===== src/hw/csa_pkg.sv =====
package csa_pkg;
  // timing figures
  localparam int unsigned CLK_FREQ_HZ = 100_000_000;
  localparam int unsigned BUS_RST_MIN_MS = 1900; // least bus reset time
  localparam int unsigned BUS_RST_MAX_MS = 2100; // longest bus reset time
  localparam int unsigned BUS_RST_CYC = (BUS_RST_MIN_MS + BUS_RST_MAX_MS) / 2 * (CLK_FREQ_HZ / 1000);
  localparam int unsigned FILT_NS = 200;
  localparam int unsigned CLK_PERIOD_NS = 10;
  localparam int unsigned FILT_CYC = (FILT_NS + CLK_PERIOD_NS - 1) / CLK_PERIOD_NS;

  // 7-bit command address space
  localparam int unsigned CMD_W = 7;
  localparam logic [6:0] CMD_SUBCMD_LO = 7'h3E; // subcommand low byte
  localparam logic [6:0] CMD_SUBCMD_HI = 7'h3F; // subcommand high byte
  localparam logic [6:0] CMD_XFER_BASE = 7'h40; // block transfer window
  localparam logic [6:0] CMD_XFER_LAST = 7'h5F;
  localparam logic [6:0] CMD_STATUS = 7'h00;
  localparam logic [6:0] CMD_SETTING = 7'h01; // selected setting, writable when locked
  localparam logic [6:0] CMD_DMEM = 7'h02;     // data memory word

  // subcommand codes
  localparam logic [15:0] SUB_KEY = 16'h0035;
  localparam logic [15:0] SUB_CFG_ENTER = 16'h0090;
  localparam logic [15:0] SUB_CFG_EXIT = 16'h0092;
  localparam logic [15:0] SUB_ROM_SIG = 16'h0009;
  localparam logic [15:0] SUB_DROM_SIG = 16'h000A;
  localparam logic [15:0] SUB_CFG_SIG = 16'h000B;
  localparam logic [15:0] SUB_SCRATCH = 16'h0050;
  localparam logic [15:0] SUB_OTP_WR = 16'h00A0;
  localparam logic [15:0] SUB_EXTRA = 16'h0060; // extended subcommand

  localparam int unsigned SCR_BYTES = 32;
  localparam logic [7:0] OTP_SCR_BASE = 8'h80; // scratchpad image in otp
  localparam int unsigned NREG = 8;

  typedef enum logic [1:0] {
    LVL_LOCKED = 2'b00,
    LVL_OPENED = 2'b01,
    LVL_UNRESTRICTED = 2'b10
  } csa_level_t;

  typedef enum logic [2:0] {
    ST_LOAD = 3'b000,
    ST_CHECK = 3'b001,
    ST_RUN = 3'b010,
    ST_REWRITE = 3'b011,
    ST_OFF = 3'b100
  } csa_state_t;

  typedef enum logic [1:0] {
    PWR_NORMAL = 2'b00,
    PWR_SLEEP = 2'b01,
    PWR_DEEPEST = 2'b10,
    PWR_OFF = 2'b11
  } csa_pwr_t;

  // one command from the serial front end
  typedef struct packed {
    logic valid;
    logic write;
    logic [6:0] addr;
    logic [7:0] data;
  } csa_cmd_t;

  // answer to the serial front end
  typedef struct packed {
    logic valid;
    logic refused;
    logic [7:0] data;
  } csa_rsp_t;
endpackage : csa_pkg


===== src/hw/csa_core.sv =====
`timescale 1ns/1ps
`default_nettype none
module csa_core
  import csa_pkg::*;
#(
  parameter int unsigned BUS_RST_CYCLES = BUS_RST_CYC,
  parameter int unsigned NUM_REGS = NREG,
  parameter logic [31:0] KEY_OPEN = 32'h0414_3672, // arbitrary value
  parameter logic [31:0] KEY_FULL = 32'hFFFF_FFFF, // arbitrary value
  parameter logic [15:0] ROM_SIG_REF = 16'h5A5A, // arbitrary value
  parameter logic [15:0] CFG_SIG_REF = 16'h0000
) (
  input wire logic sys_clk_i,
  input wire logic reset_i,
  input wire csa_pwr_t pwr_state_i,
  input wire logic spi_cs_n_i,
  input wire logic spi_sclk_i,
  input wire logic i2c_scl_i,
  input wire logic filt_en_i,
  input wire csa_cmd_t cmd_i,
  output var csa_rsp_t rsp_o,
  input wire logic [7:0] otp_data_i,
  output logic [7:0] otp_addr_o,
  output logic otp_wr_o,
  output logic [7:0] otp_wdata_o,
  input wire logic [15:0] irom_sig_i,
  input wire logic [15:0] drom_sig_i,
  output logic spi_bus_reset_o,
  output logic i2c_bus_reset_o,
  output logic spi_cs_n_filt_o,
  output logic spi_sclk_filt_o,
  output logic run_o,
  output logic mem_ok_o,
  output logic sig_err_o,
  output logic cfg_err_o,
  output var csa_level_t level_o
);
  localparam int unsigned CW = $clog2(BUS_RST_CYCLES + 1);
  localparam int unsigned FW = $clog2(FILT_CYC + 1);
  localparam int unsigned RW = $clog2(NUM_REGS); // register index width
  localparam int unsigned XFER_SPAN = int'(CMD_XFER_LAST - CMD_XFER_BASE) + 1;
  localparam bit REGS_OK = NUM_REGS >= 2 && NUM_REGS <= XFER_SPAN
    && (NUM_REGS & (NUM_REGS - 1)) == 0;

  // elaboration checks: index slices need a power of two inside the window
  if (!REGS_OK) begin : g_bad_regs
    $error("csa_core: NUM_REGS must be a power of two within the transfer window");
  end
  if (BUS_RST_CYCLES < 2) begin : g_bad_timer
    $error("csa_core: BUS_RST_CYCLES too small");
  end

  // two-stage synchronisers for pins
  logic [2:0] sync1, sync2;
  always_ff @(posedge sys_clk_i) begin
    sync1 <= {i2c_scl_i, spi_sclk_i, spi_cs_n_i};
    sync2 <= sync1;
  end

  // input filter: levels must hold FILT_CYC cycles when enabled
  logic [FW-1:0] fcnt_cs, fcnt_ck;
  logic cs_f, ck_f;
  always_ff @(posedge sys_clk_i) begin
    if (reset_i) begin
      cs_f <= 1'b1;
      ck_f <= 1'b0;
      fcnt_cs <= '0;
      fcnt_ck <= '0;
    end else begin
      if (!filt_en_i || sync2[0] == cs_f) fcnt_cs <= '0;
      else fcnt_cs <= fcnt_cs + 1'b1;
      if (!filt_en_i || fcnt_cs == FW'(FILT_CYC - 1)) cs_f <= sync2[0];
      if (!filt_en_i || sync2[1] == ck_f) fcnt_ck <= '0;
      else fcnt_ck <= fcnt_ck + 1'b1;
      if (!filt_en_i || fcnt_ck == FW'(FILT_CYC - 1)) ck_f <= sync2[1];
    end
  end
  assign spi_cs_n_filt_o = cs_f;
  assign spi_sclk_filt_o = ck_f;

  // bus stall timers
  logic [CW-1:0] spi_cnt, i2c_cnt;
  logic ck_prev;
  always_ff @(posedge sys_clk_i) begin
    if (reset_i) begin
      spi_cnt <= '0;
      i2c_cnt <= '0;
      ck_prev <= 1'b0;
      spi_bus_reset_o <= 1'b0;
      i2c_bus_reset_o <= 1'b0;
    end else begin
      ck_prev <= ck_f;
      spi_bus_reset_o <= 1'b0;
      i2c_bus_reset_o <= 1'b0;
      if (cs_f || ck_f != ck_prev) spi_cnt <= '0;
      else if (spi_cnt == CW'(BUS_RST_CYCLES - 1)) begin
        spi_cnt <= '0;
        spi_bus_reset_o <= 1'b1;
      end else spi_cnt <= spi_cnt + 1'b1;
      if (sync2[2]) i2c_cnt <= '0;
      else if (i2c_cnt == CW'(BUS_RST_CYCLES - 1)) begin
        i2c_cnt <= '0;
        i2c_bus_reset_o <= 1'b1;
      end else i2c_cnt <= i2c_cnt + 1'b1;
    end
  end

  // power and configuration sequencing
  csa_state_t state;
  logic [5:0] idx;
  logic [7:0] regs [NUM_REGS];
  logic [7:0] csum;
  logic [7:0] sub_lo;
  logic [15:0] sub_code;
  logic [31:0] key_buf;
  logic [7:0] scratch [SCR_BYTES];
  logic otp_busy;
  logic [4:0] otp_idx;
  logic [7:0] otp_waddr;
  csa_level_t level;

  // subcommand decode for the command being taken
  logic is_sub_hi_wr;
  logic [15:0] cur_sub;
  logic acc_ok;
  assign is_sub_hi_wr = cmd_i.valid && cmd_i.write && cmd_i.addr == CMD_SUBCMD_HI;
  assign cur_sub = {cmd_i.data, sub_lo};

  always_ff @(posedge sys_clk_i) begin
    if (reset_i) begin
      state <= ST_LOAD;
      idx <= '0;
      csum <= '0;
      mem_ok_o <= 1'b0;
    end else if (pwr_state_i == PWR_OFF) begin
      state <= ST_OFF;
      idx <= '0;
      csum <= '0; // check starts afresh when power returns
      mem_ok_o <= 1'b0;
    end else begin
      case (state)
        ST_OFF: state <= ST_LOAD; // power returned
        ST_LOAD: begin
          if (idx == 6'(NUM_REGS - 1)) begin
            idx <= '0;
            state <= ST_CHECK;
          end else idx <= idx + 1'b1;
        end
        ST_CHECK: begin
          csum <= csum ^ regs[idx[$clog2(NUM_REGS)-1:0]];
          if (idx == 6'(NUM_REGS - 1)) begin
            mem_ok_o <= 1'b1;
            state <= ST_RUN;
          end else idx <= idx + 1'b1;
        end
        ST_RUN: begin
          if (is_sub_hi_wr && cur_sub == SUB_CFG_ENTER && level == LVL_UNRESTRICTED)
            state <= ST_REWRITE;
        end
        ST_REWRITE: begin
          if (is_sub_hi_wr && cur_sub == SUB_CFG_EXIT) state <= ST_RUN;
        end
        default: state <= ST_LOAD;
      endcase
    end
  end
  assign run_o = (state == ST_RUN);
  // write address travels with its byte, load index otherwise
  assign otp_addr_o = otp_wr_o ? otp_waddr : 8'(idx);
  assign level_o = level;

  // register file: loaded from otp, held in low power, cleared at off
  always_ff @(posedge sys_clk_i) begin
    if (state == ST_OFF) begin
      for (int i = 0; i < NUM_REGS; i++) regs[i] <= 8'h00;
    end else if (state == ST_LOAD) begin
      regs[idx[$clog2(NUM_REGS)-1:0]] <= otp_data_i;
    end else if (cmd_i.valid && cmd_i.write && acc_ok && cmd_i.addr >= CMD_XFER_BASE
                 && cmd_i.addr < CMD_XFER_BASE + 7'(NUM_REGS) && sub_code != SUB_SCRATCH) begin
      regs[RW'(cmd_i.addr - CMD_XFER_BASE)] <= cmd_i.data;
    end else if (cmd_i.valid && cmd_i.write && acc_ok && cmd_i.addr == CMD_DMEM) begin
      regs[1] <= cmd_i.data;
    end else if (cmd_i.valid && cmd_i.write && cmd_i.addr == CMD_SETTING) begin
      regs[0] <= cmd_i.data;
    end
  end

  // access check per level
  always_comb begin
    acc_ok = 1'b1;
    if (cmd_i.addr == CMD_DMEM && level == LVL_LOCKED) acc_ok = 1'b0;
    else if (cmd_i.addr >= CMD_XFER_BASE && cmd_i.write && level == LVL_LOCKED)
      acc_ok = 1'b0;
    else if (cmd_i.addr >= CMD_XFER_BASE && cmd_i.write && sub_code == SUB_SCRATCH
             && level != LVL_UNRESTRICTED) acc_ok = 1'b0;
    else if (is_sub_hi_wr && (cur_sub == SUB_EXTRA) && level == LVL_LOCKED) acc_ok = 1'b0;
    else if (is_sub_hi_wr && cur_sub == SUB_OTP_WR && level != LVL_UNRESTRICTED)
      acc_ok = 1'b0;
  end

  // subcommand address, key sequence and level
  always_ff @(posedge sys_clk_i) begin
    if (reset_i || state == ST_OFF) begin
      sub_lo <= '0;
      sub_code <= '0;
      key_buf <= '0;
      level <= LVL_LOCKED;
    end else if (cmd_i.valid && cmd_i.write) begin
      if (cmd_i.addr == CMD_SUBCMD_LO) sub_lo <= cmd_i.data;
      else if (is_sub_hi_wr && acc_ok) begin
        sub_code <= cur_sub;
        if (cur_sub == SUB_KEY) begin
          // key set arrives as the last four transfer bytes
          if (level == LVL_LOCKED && key_buf == KEY_OPEN) level <= LVL_OPENED;
          else if (level == LVL_OPENED && key_buf == KEY_FULL)
            level <= LVL_UNRESTRICTED;
          // mismatch leaves level unchanged
          key_buf <= '0;
        end
      end else if (cmd_i.addr >= CMD_XFER_BASE) begin
        key_buf <= {key_buf[23:0], cmd_i.data};
      end
    end
  end

  // scratchpad and otp programming of it
  always_ff @(posedge sys_clk_i) begin
    if (reset_i || state == ST_OFF) begin
      otp_busy <= 1'b0; // power off aborts programming before the reload
      otp_idx <= '0;
      otp_wr_o <= 1'b0;
      otp_wdata_o <= '0;
      otp_waddr <= '0;
    end else begin
      otp_wr_o <= 1'b0;
      if (cmd_i.valid && cmd_i.write && acc_ok && sub_code == SUB_SCRATCH
          && cmd_i.addr >= CMD_XFER_BASE && cmd_i.addr <= CMD_XFER_LAST)
        scratch[5'(cmd_i.addr - CMD_XFER_BASE)] <= cmd_i.data;
      // whole scratchpad copied, one byte a cycle
      if (otp_busy) begin
        otp_wr_o <= 1'b1;
        otp_wdata_o <= scratch[otp_idx];
        otp_waddr <= OTP_SCR_BASE + 8'(otp_idx);
        otp_idx <= otp_idx + 1'b1;
        if (otp_idx == 5'(SCR_BYTES - 1)) otp_busy <= 1'b0;
      end
      if (is_sub_hi_wr && acc_ok && cur_sub == SUB_OTP_WR) begin
        otp_busy <= 1'b1;
        otp_idx <= '0;
      end
    end
  end

  // signature checks
  always_ff @(posedge sys_clk_i) begin
    if (reset_i) begin
      sig_err_o <= 1'b0;
      cfg_err_o <= 1'b0;
    end else if (is_sub_hi_wr && acc_ok) begin
      if (cur_sub == SUB_ROM_SIG) sig_err_o <= irom_sig_i != ROM_SIG_REF;
      if (cur_sub == SUB_DROM_SIG) sig_err_o <= drom_sig_i != ROM_SIG_REF;
      if (cur_sub == SUB_CFG_SIG)
        cfg_err_o <= {8'h00, csum ^ regs[1]} != CFG_SIG_REF;
    end
  end

  // answer to each command
  always_ff @(posedge sys_clk_i) begin
    if (reset_i) begin
      rsp_o <= '0;
    end else begin
      rsp_o.valid <= cmd_i.valid;
      rsp_o.refused <= cmd_i.valid && (!acc_ok || state == ST_LOAD || state == ST_CHECK);
      rsp_o.data <= 8'h00;
      if (cmd_i.valid && !cmd_i.write) begin
        if (cmd_i.addr == CMD_STATUS)
          rsp_o.data <= {1'b0, sig_err_o, cfg_err_o, mem_ok_o, run_o, state == ST_REWRITE, level};
        else if (cmd_i.addr == CMD_SETTING) rsp_o.data <= regs[0];
        else if (cmd_i.addr == CMD_DMEM && acc_ok) rsp_o.data <= regs[1];
        else if (cmd_i.addr >= CMD_XFER_BASE && sub_code == SUB_SCRATCH)
          rsp_o.data <= scratch[5'(cmd_i.addr - CMD_XFER_BASE)];
        else if (cmd_i.addr >= CMD_XFER_BASE && cmd_i.addr < CMD_XFER_BASE + 7'(NUM_REGS))
          rsp_o.data <= regs[RW'(cmd_i.addr - CMD_XFER_BASE)];
      end
    end
  end
endmodule : csa_core
`default_nettype wire


===== config.mk =====
export PLATFORM = sky130hd
export DESIGN_NAME = csa_core
export DESIGN_NICKNAME = d
export VERILOG_FILES = /design/src/hw/csa_pkg.sv /design/src/hw/csa_core.sv
export SDC_FILE = /design/constraint.sdc
export NUM_CORES = 1
export LEC_CHECK = 0
export BUFFER_PORTS_ARGS = -buffer_cell sky130_fd_sc_hd__buf_4
export CORE_ASPECT_RATIO = 1.1
export CORE_MARGIN = 2
export CORE_UTILIZATION = 35
export CTS_CLUSTER_DIAMETER = 50
export DETAILED_ROUTE_END_ITERATION = 6
export GPL_TIMING_DRIVEN = 0
export MAX_ROUTING_LAYER = met4
export PLACE_DENSITY_LB_ADDON = 0.05
export SYNTH_ARGS = -nofsm -noshare
export SYNTH_HDL_FRONTEND = slang
export SYNTH_SLANG_ARGS = --single-unit

===== constraint.sdc =====
create_clock -name sys_clk_i -period 7 [get_ports sys_clk_i]
set_clock_uncertainty 0.2 [all_clocks]
set_input_delay 1.4 -clock sys_clk_i [delete_from_list [all_inputs] [get_ports sys_clk_i]]
set_output_delay 1.4 -clock sys_clk_i [all_outputs]
set_load 0.005 [all_outputs]

# Yosys cells after proc, flatten, opt, wreduce, memory -nomap -nowiden
# Memory sizes are Yosys's and may differ from the RTL's. A register that Yosys moved wholly into a read port is not among the register bits.
# Cells that the tools add are included.
[op_classes]
addsub = 8
n_lt_le_gt_ge = 3
eq_ne = 45
n_mux = 66
bitwise = 6
reduce_logical = 73
[ops]
columns = ["op", "n"]
rows = [
  ["32-bit 2-to-1 mux", 3],
  ["8-bit 2-to-1 mux", 9],
  ["28-bit by 1-bit adder with 28-bit output (second input constant)", 2],
  ["28-bit equality test (second input constant)", 2],
  ["16-bit by 4-bit equality test with 1-bit output (second input constant)", 3],
  ["16-bit by 8-bit equality test with 1-bit output (second input constant)", 3],
  ["1-bit 2-to-1 mux", 38],
  ["16-bit by 7-bit equality test with 1-bit output (second input constant)", 2],
  ["32-bit by 27-bit equality test with 1-bit output (second input constant)", 1],
  ["32-bit equality test (second input constant)", 1],
  ["1-bit logical AND", 32],
  ["16-bit by 15-bit inequality test with 1-bit output (second input constant)", 2],
  ["3-bit 2-to-1 mux", 9],
  ["16-bit by 6-bit equality test with 1-bit output (second input constant)", 1],
  ["16-bit by 7-bit inequality test with 1-bit output (second input constant)", 1],
  ["8-bit OR reduction", 2],
  ["8-bit bitwise XOR", 2],
  ["5-bit by 1-bit adder with 5-bit output (second input constant)", 3],
  ["5-bit equality test (second input constant)", 3],
  ["7-bit by 6-bit equality test with 1-bit output (second input constant)", 2],
  ["2-bit OR reduction", 7],
  ["6-bit 2-to-1 mux", 2],
  ["3-bit one-hot mux with 4 select lines", 1],
  ["6-bit one-hot mux with 2 select lines", 1],
  ["36 further kinds", 69],
]
[word_totals]
regBits = 180
ramBits = 320
in_bits = 65
output_inout_bits = 37
wordCells = 233
memories = 2
[memory_table]
columns = ["name", "depth", "width", "read_ports", "rd_clocked_by_memory_dff", "wr", "line_no", "rtl"]
rows = [
  ["scratch", 32, 8, 2, 1, 1, "csa_core.sv:116", "logic [7:0] scratch [SCR_BYTES];"],
  ["regs", 8, 8, 4, 1, 8, "csa_core.sv:111", "logic [7:0] regs [NUM_REGS];"],
]

# Longest topological paths before layout
[depth]
word_depth = 20
mapped_depth = 10
ltp_nobuf = 7

# Worst setup path after synthesis
# No wires, ideal clock.
[synth_timing]
path_type = "input to register"
startpoint = "in reset_i"
endpoint = "mem scratch[27][0], enable pin"
t_arrival_ns = 3.249
setup_slack_ns = 3.181
stages = 6
path_buffers = 1
path_cell_list = "or2_1 buf_6 or3_4 a2111oi_4 nand3_4 nor2_1"
[synth_via]
elab_chain_cells = 3
[synth_rtl]
columns = ["element", "line_no", "rtl"]
rows = [
  ["start, declared", "csa_core.sv:14", "input wire logic reset_i,"],
  ["1-bit logical OR", "csa_core.sv:228", "if (reset_i || state == ST_OFF) begin"],
  ["1-bit 2-to-1 mux", "csa_core.sv:228", ""],
  ["1-bit 2-to-1 mux (implied by the code)", "csa_core.sv:238", "scratch[5'(cmd_i.addr - CMD_XFER_BASE)] <= cmd_i.data;"],
  ["end, declared", "csa_core.sv:116", ""],
]
# No other way between the ends.

# Worst setup path in the final report
[layout_timing]
startpoint = "in cmd_i[9] (netlist name)"
endpoint = "reg rsp_o[3] (netlist name)"
[layout_via]
elab_chain_cells = 13
elab_cells_between_ends = 32
[layout_rtl]
columns = ["element", "line_no", "rtl"]
rows = [
  ["start, declared", "csa_core.sv:20", "input wire csa_cmd_t cmd_i,"],
  ["parallel branches: the longest is 12 deep, another holds memory read 32 x 8 bit", "-", ""],
  ["7-bit 2-to-1 mux (*)", "csa_core.sv:276", "if (cmd_i.addr == CMD_STATUS)"],
  ["end, declared", "csa_core.sv:21", "output var csa_rsp_t rsp_o,"],
]
# Every way passes the cells marked *.
# A chain may end at the register's enable or synchronous reset.

==> metrics.md <==
| Metric | Value |
|---|---|
| Adder-cell share of the synthesized area | `0.370%` |
| #FFs+latches synth | `509` |
| Dpl hpwl | `60,000 um` |
| Port Buffers | `97` |
| Largest net degree at the start of global routing | `40` |
| CTS max path bufs | `3` |
| Pins over their slew limit | `0` |
| Worst VDD drop | `198 uV` |
| Power share of the combinational group | `5.8%` |
| FP Rows | `100` |
| Cts hold-fix bufs | `0` |
| Avg Inst Size Synth | `12.9 um^2` |
| XOR/XNOR Fraction of Synth Area | `2.77%` |
| Crit path max fanout | `10` |
| Cell area after layout | `0.0279 mm^2` |
| CP max stage delay | `1.02 ns` |
| Synth Warn # | `0` |
| IO Pins | `102` |
| Sequential area share after synthesis | `56.5%` |
| Crit share post-route | `72.8%` |
| Synth-to-layout area growth | `18.0%` |
| Setup TNS | `0 ns` |
| Via count | `17,000` |
| Net Sw Power | `1780 uW` |
| Number of setup buffers added after CTS | `0` |
| Worst Hold Class | `register to register` |
| Die width | `252 um` |
| Area share of the largest cell type after synthesis | `40.6%` |
| Crit path from | `cmd_i[9]` |
| Clk slew on worst S/H paths | `0.05 ns` |
| Crit Reg-Reg Startpoint | `sub_code[0]` |
| Post_cts resized | `0` |
| RSZ-0062 raised after global routing | `false` |
| Worst path cell trace | `buf_2 > buf_1 > buf_2 > mux2i_1 > o22ai_1 > nor4_1 > nand2_1 > a21oi_1 > a21oi_1` |
| Root buf cell | `clkbuf_16` |
| Post-layout min period | `5.10 ns` |
| DR WL/cell | `28.8 um` |
| Finish-stage setup viols | `0` |
| Multiplexer share of the synthesized area | `17.2%` |
| Vias/cell | `5.79` |
| CP startpoint kind | `input pin` |
| Fraction of layout cells with a size suffix above 1 | `19.4%` |
| Outcome | `completed` |
| Internal power | `5630 uW` |
| CP Buf/Inv Count | `3` |
| CP Data Arrival Time | `5.39 ns` |
| Library cells used by synthesis | `83` |
| Mapped Cells | `1,838` |
| Crit path capture type | `register` |
| Placed Area | `0.0255 mm^2` |
| Max Cap Violations | `0` |
| Starting Density | `35.2%` |
| Sw Share | `24.0%` |
| Post-synth top area cell | `edfxtp_1` |
| TritonCTS clock tree | `done` |
| Post-synth EDFFs | `320` |
| Cell Area, Synth | `0.0237 mm^2` |
| Worst path top cell family by delay | `buffers and inverters` |
| Lkg Pwr | `0.00928 uW` |
| Iteration-0 DRC count of the detailed router | `1,551` |
| Largest cells by area after synthesis | `edfxtp_1 (41%), dfxtp_1 (16%), mux4_2 (10%)` |
| Simple-gate share of the synthesized area | `12.5%` |
| Post-route DRC | `0` |
| Compound-Gate Fraction of Synth Area | `8.23%` |
| DRT Wirelength | `84,600 um` |
| Worst-skew pair later-pin latency | `0.64 ns` |
| Post-route ant nets | `0` |
| Slew HR | `9.50%` |
| DIE HEIGHT | `277 um` |
| CTS Buf Count | `74` |
| RD Place Congestion | `1.04` |
| Number of global-route vias before repair | `17,000` |
| Nets | `2,083` |
| Clock power frac | `50.3%` |
| Commonest non-fill, non-tap cell in the layout | `edfxtp_1` |
| Cell with the largest stage delay on the worst path | `buf_1` |
| Grt ovf | `0` |
| Gr usage total | `24.8%` |
| Design Power | `7410 uW` |
| Most frequent cells in the layout | `edfxtp_1 (320), nor2_1 (218), dfxtp_1 (189)` |
| Main combinational cell family by area after synthesis | `multiplexers` |
| Prevailing post-synth register cell | `edfxtp_1` |
| Syn Nets | `1,910` |
| Power Density | `265 mW/mm^2` |
| Worst hold start | `sync1[1]` |
| Final hold vios | `0` |
| Full die area | `0.0698 mm^2` |
| Initial antenna violation count | `1` |
| Slew @ Worst Pin | `1.36 ns` |
| Fmax | `196 MHz` |
| Worst EP required | `7.29 ns` |
| CORE AREA | `0.0673 mm^2` |
| Async set-reset flop share out of synthesis | `0%` |
| H-Tree Depth | `3` |
| Clock Sinks | `509` |
| Global-route wire length before repair | `121,000 um` |
| Sequential power share | `43.9%` |
| WS Path Type | `input pin to register` |
| Drt pass-1 iters | `7` |
-- sequential cells by signal, summed over array words and instances (netlist names), 5 cells and up, named ones only --
signal	flops
csum	8
fcnt_ck	5
fcnt_cs	5
i2c_cnt	28
idx	6
key_buf	32
otp_idx	5
otp_waddr	6
otp_wdata_o	8
regs	64
rsp_o	10
scratch	256
spi_cnt	28
sub_code	16
sub_lo	8
-- cells by family after synthesis --
group	after synthesis
muxes	271
adders and majority gates	7
xor gates and xnor gates	75
and+or+nand+nor	579
DFF	509
AOI/OAI and AO/OA	270
buffers and inverters	126
other	1
-- cell usage after synthesis (4+ instances only) --
cell type and instances:
edfxtp_1 320, nor2_1 218, dfxtp_1 189, mux2i_1 157
mux4_2 109, nand2_1 95, a21oi_1 56, clkbuf_1 56
a22o_1 55, o22ai_1 50, nand3_1 49, xnor2_1 40
buf_2 36, nor4_1 35, xor2_1 35, nor3_1 27
nand4_1 25, o21ai_0 22, a31oi_1 18, nor2b_1 18
a22oi_1 17, buf_1 14, inv_1 14, or3_1 14
nand4b_1 13, nand2b_1 12, or4b_2 9, and3_1 8
o2111a_1 8, ha_1 7, and2_1 6, nand3b_1 6
nand4bb_1 6, nor4b_1 6, a21boi_0 5, buf_4 5
mux2_2 5, or4_1 5, a221o_1 4, nor3b_1 4
o211ai_1 4
-- power groups by stage --
stage | Sequential (uW) | Clock [uW] | Combinational, uW
2_1_floorplan | 3300 | 0 | 224
3_3_place_gp | 3310 | 0 | 425
3_5_place_dp | 3310 | 0 | 427
4_1_cts | 3250 | 3800 | 428
5_1_grt | 3250 | 3930 | 450
6_report | 3250 | 3730 | 430
-- metal layers --
metal  GRT usage (%)  wire length (um)  part of all wire [%]
met4            11.0              3850                   4.6
met3            4.10              5680                   6.7
met1            32.3             36200                    43
met2            38.3             38800                    46
met5               -                 0                     0
-- cell type report --
| cell class | count | area, um^2 |
|---|---|---|
| tap | 867 | 1080 |
| multi-input combinational | 1203 | 9750 |
| buffer | 112 | 492 |
| inverter | 14 | 52.6 |
| clock buffer | 89 | 1980 |
| timing repair buffer | 97 | 728 |
| fill | 6334 | 39400 |
| sequential | 509 | 13400 |
| antenna | 2 | 5.00 |
| clock inverter | 43 | 455 |
-- final timing paths --
| path | endpoint | slack, ns | cells after the start |
|---|---|---|---|
| max | rsp_o[3] | 1.90 | 9 |
| min | sync2[1] | 0.13 | 0 |
| max reg2reg | scratch[27][3] | 2.95 | 7 |
| min reg2reg | sync2[1] | 0.13 | 0 |
-- metrics by stage --
| stage | std cells | util (%) | hold WS [ns] | worst slack, ns |
|---|---|---|---|---|
| final | 2936 | 41.5 | 0.130 | 1.90 |
| after detailed placement | 2802 | 37.9 | 0.121 | 1.30 |
| after global placement | 2802 | 37.9 | 0.112 | 1.29 |
| after floorplan | 1838 | - | 0.110 | 3.18 |
| after CTS | 2934 | 41.5 | 0.130 | 1.94 |
| after global routing | 2934 | 41.5 | 0.137 | 1.84 |
(Power assumes the default switching activity.)
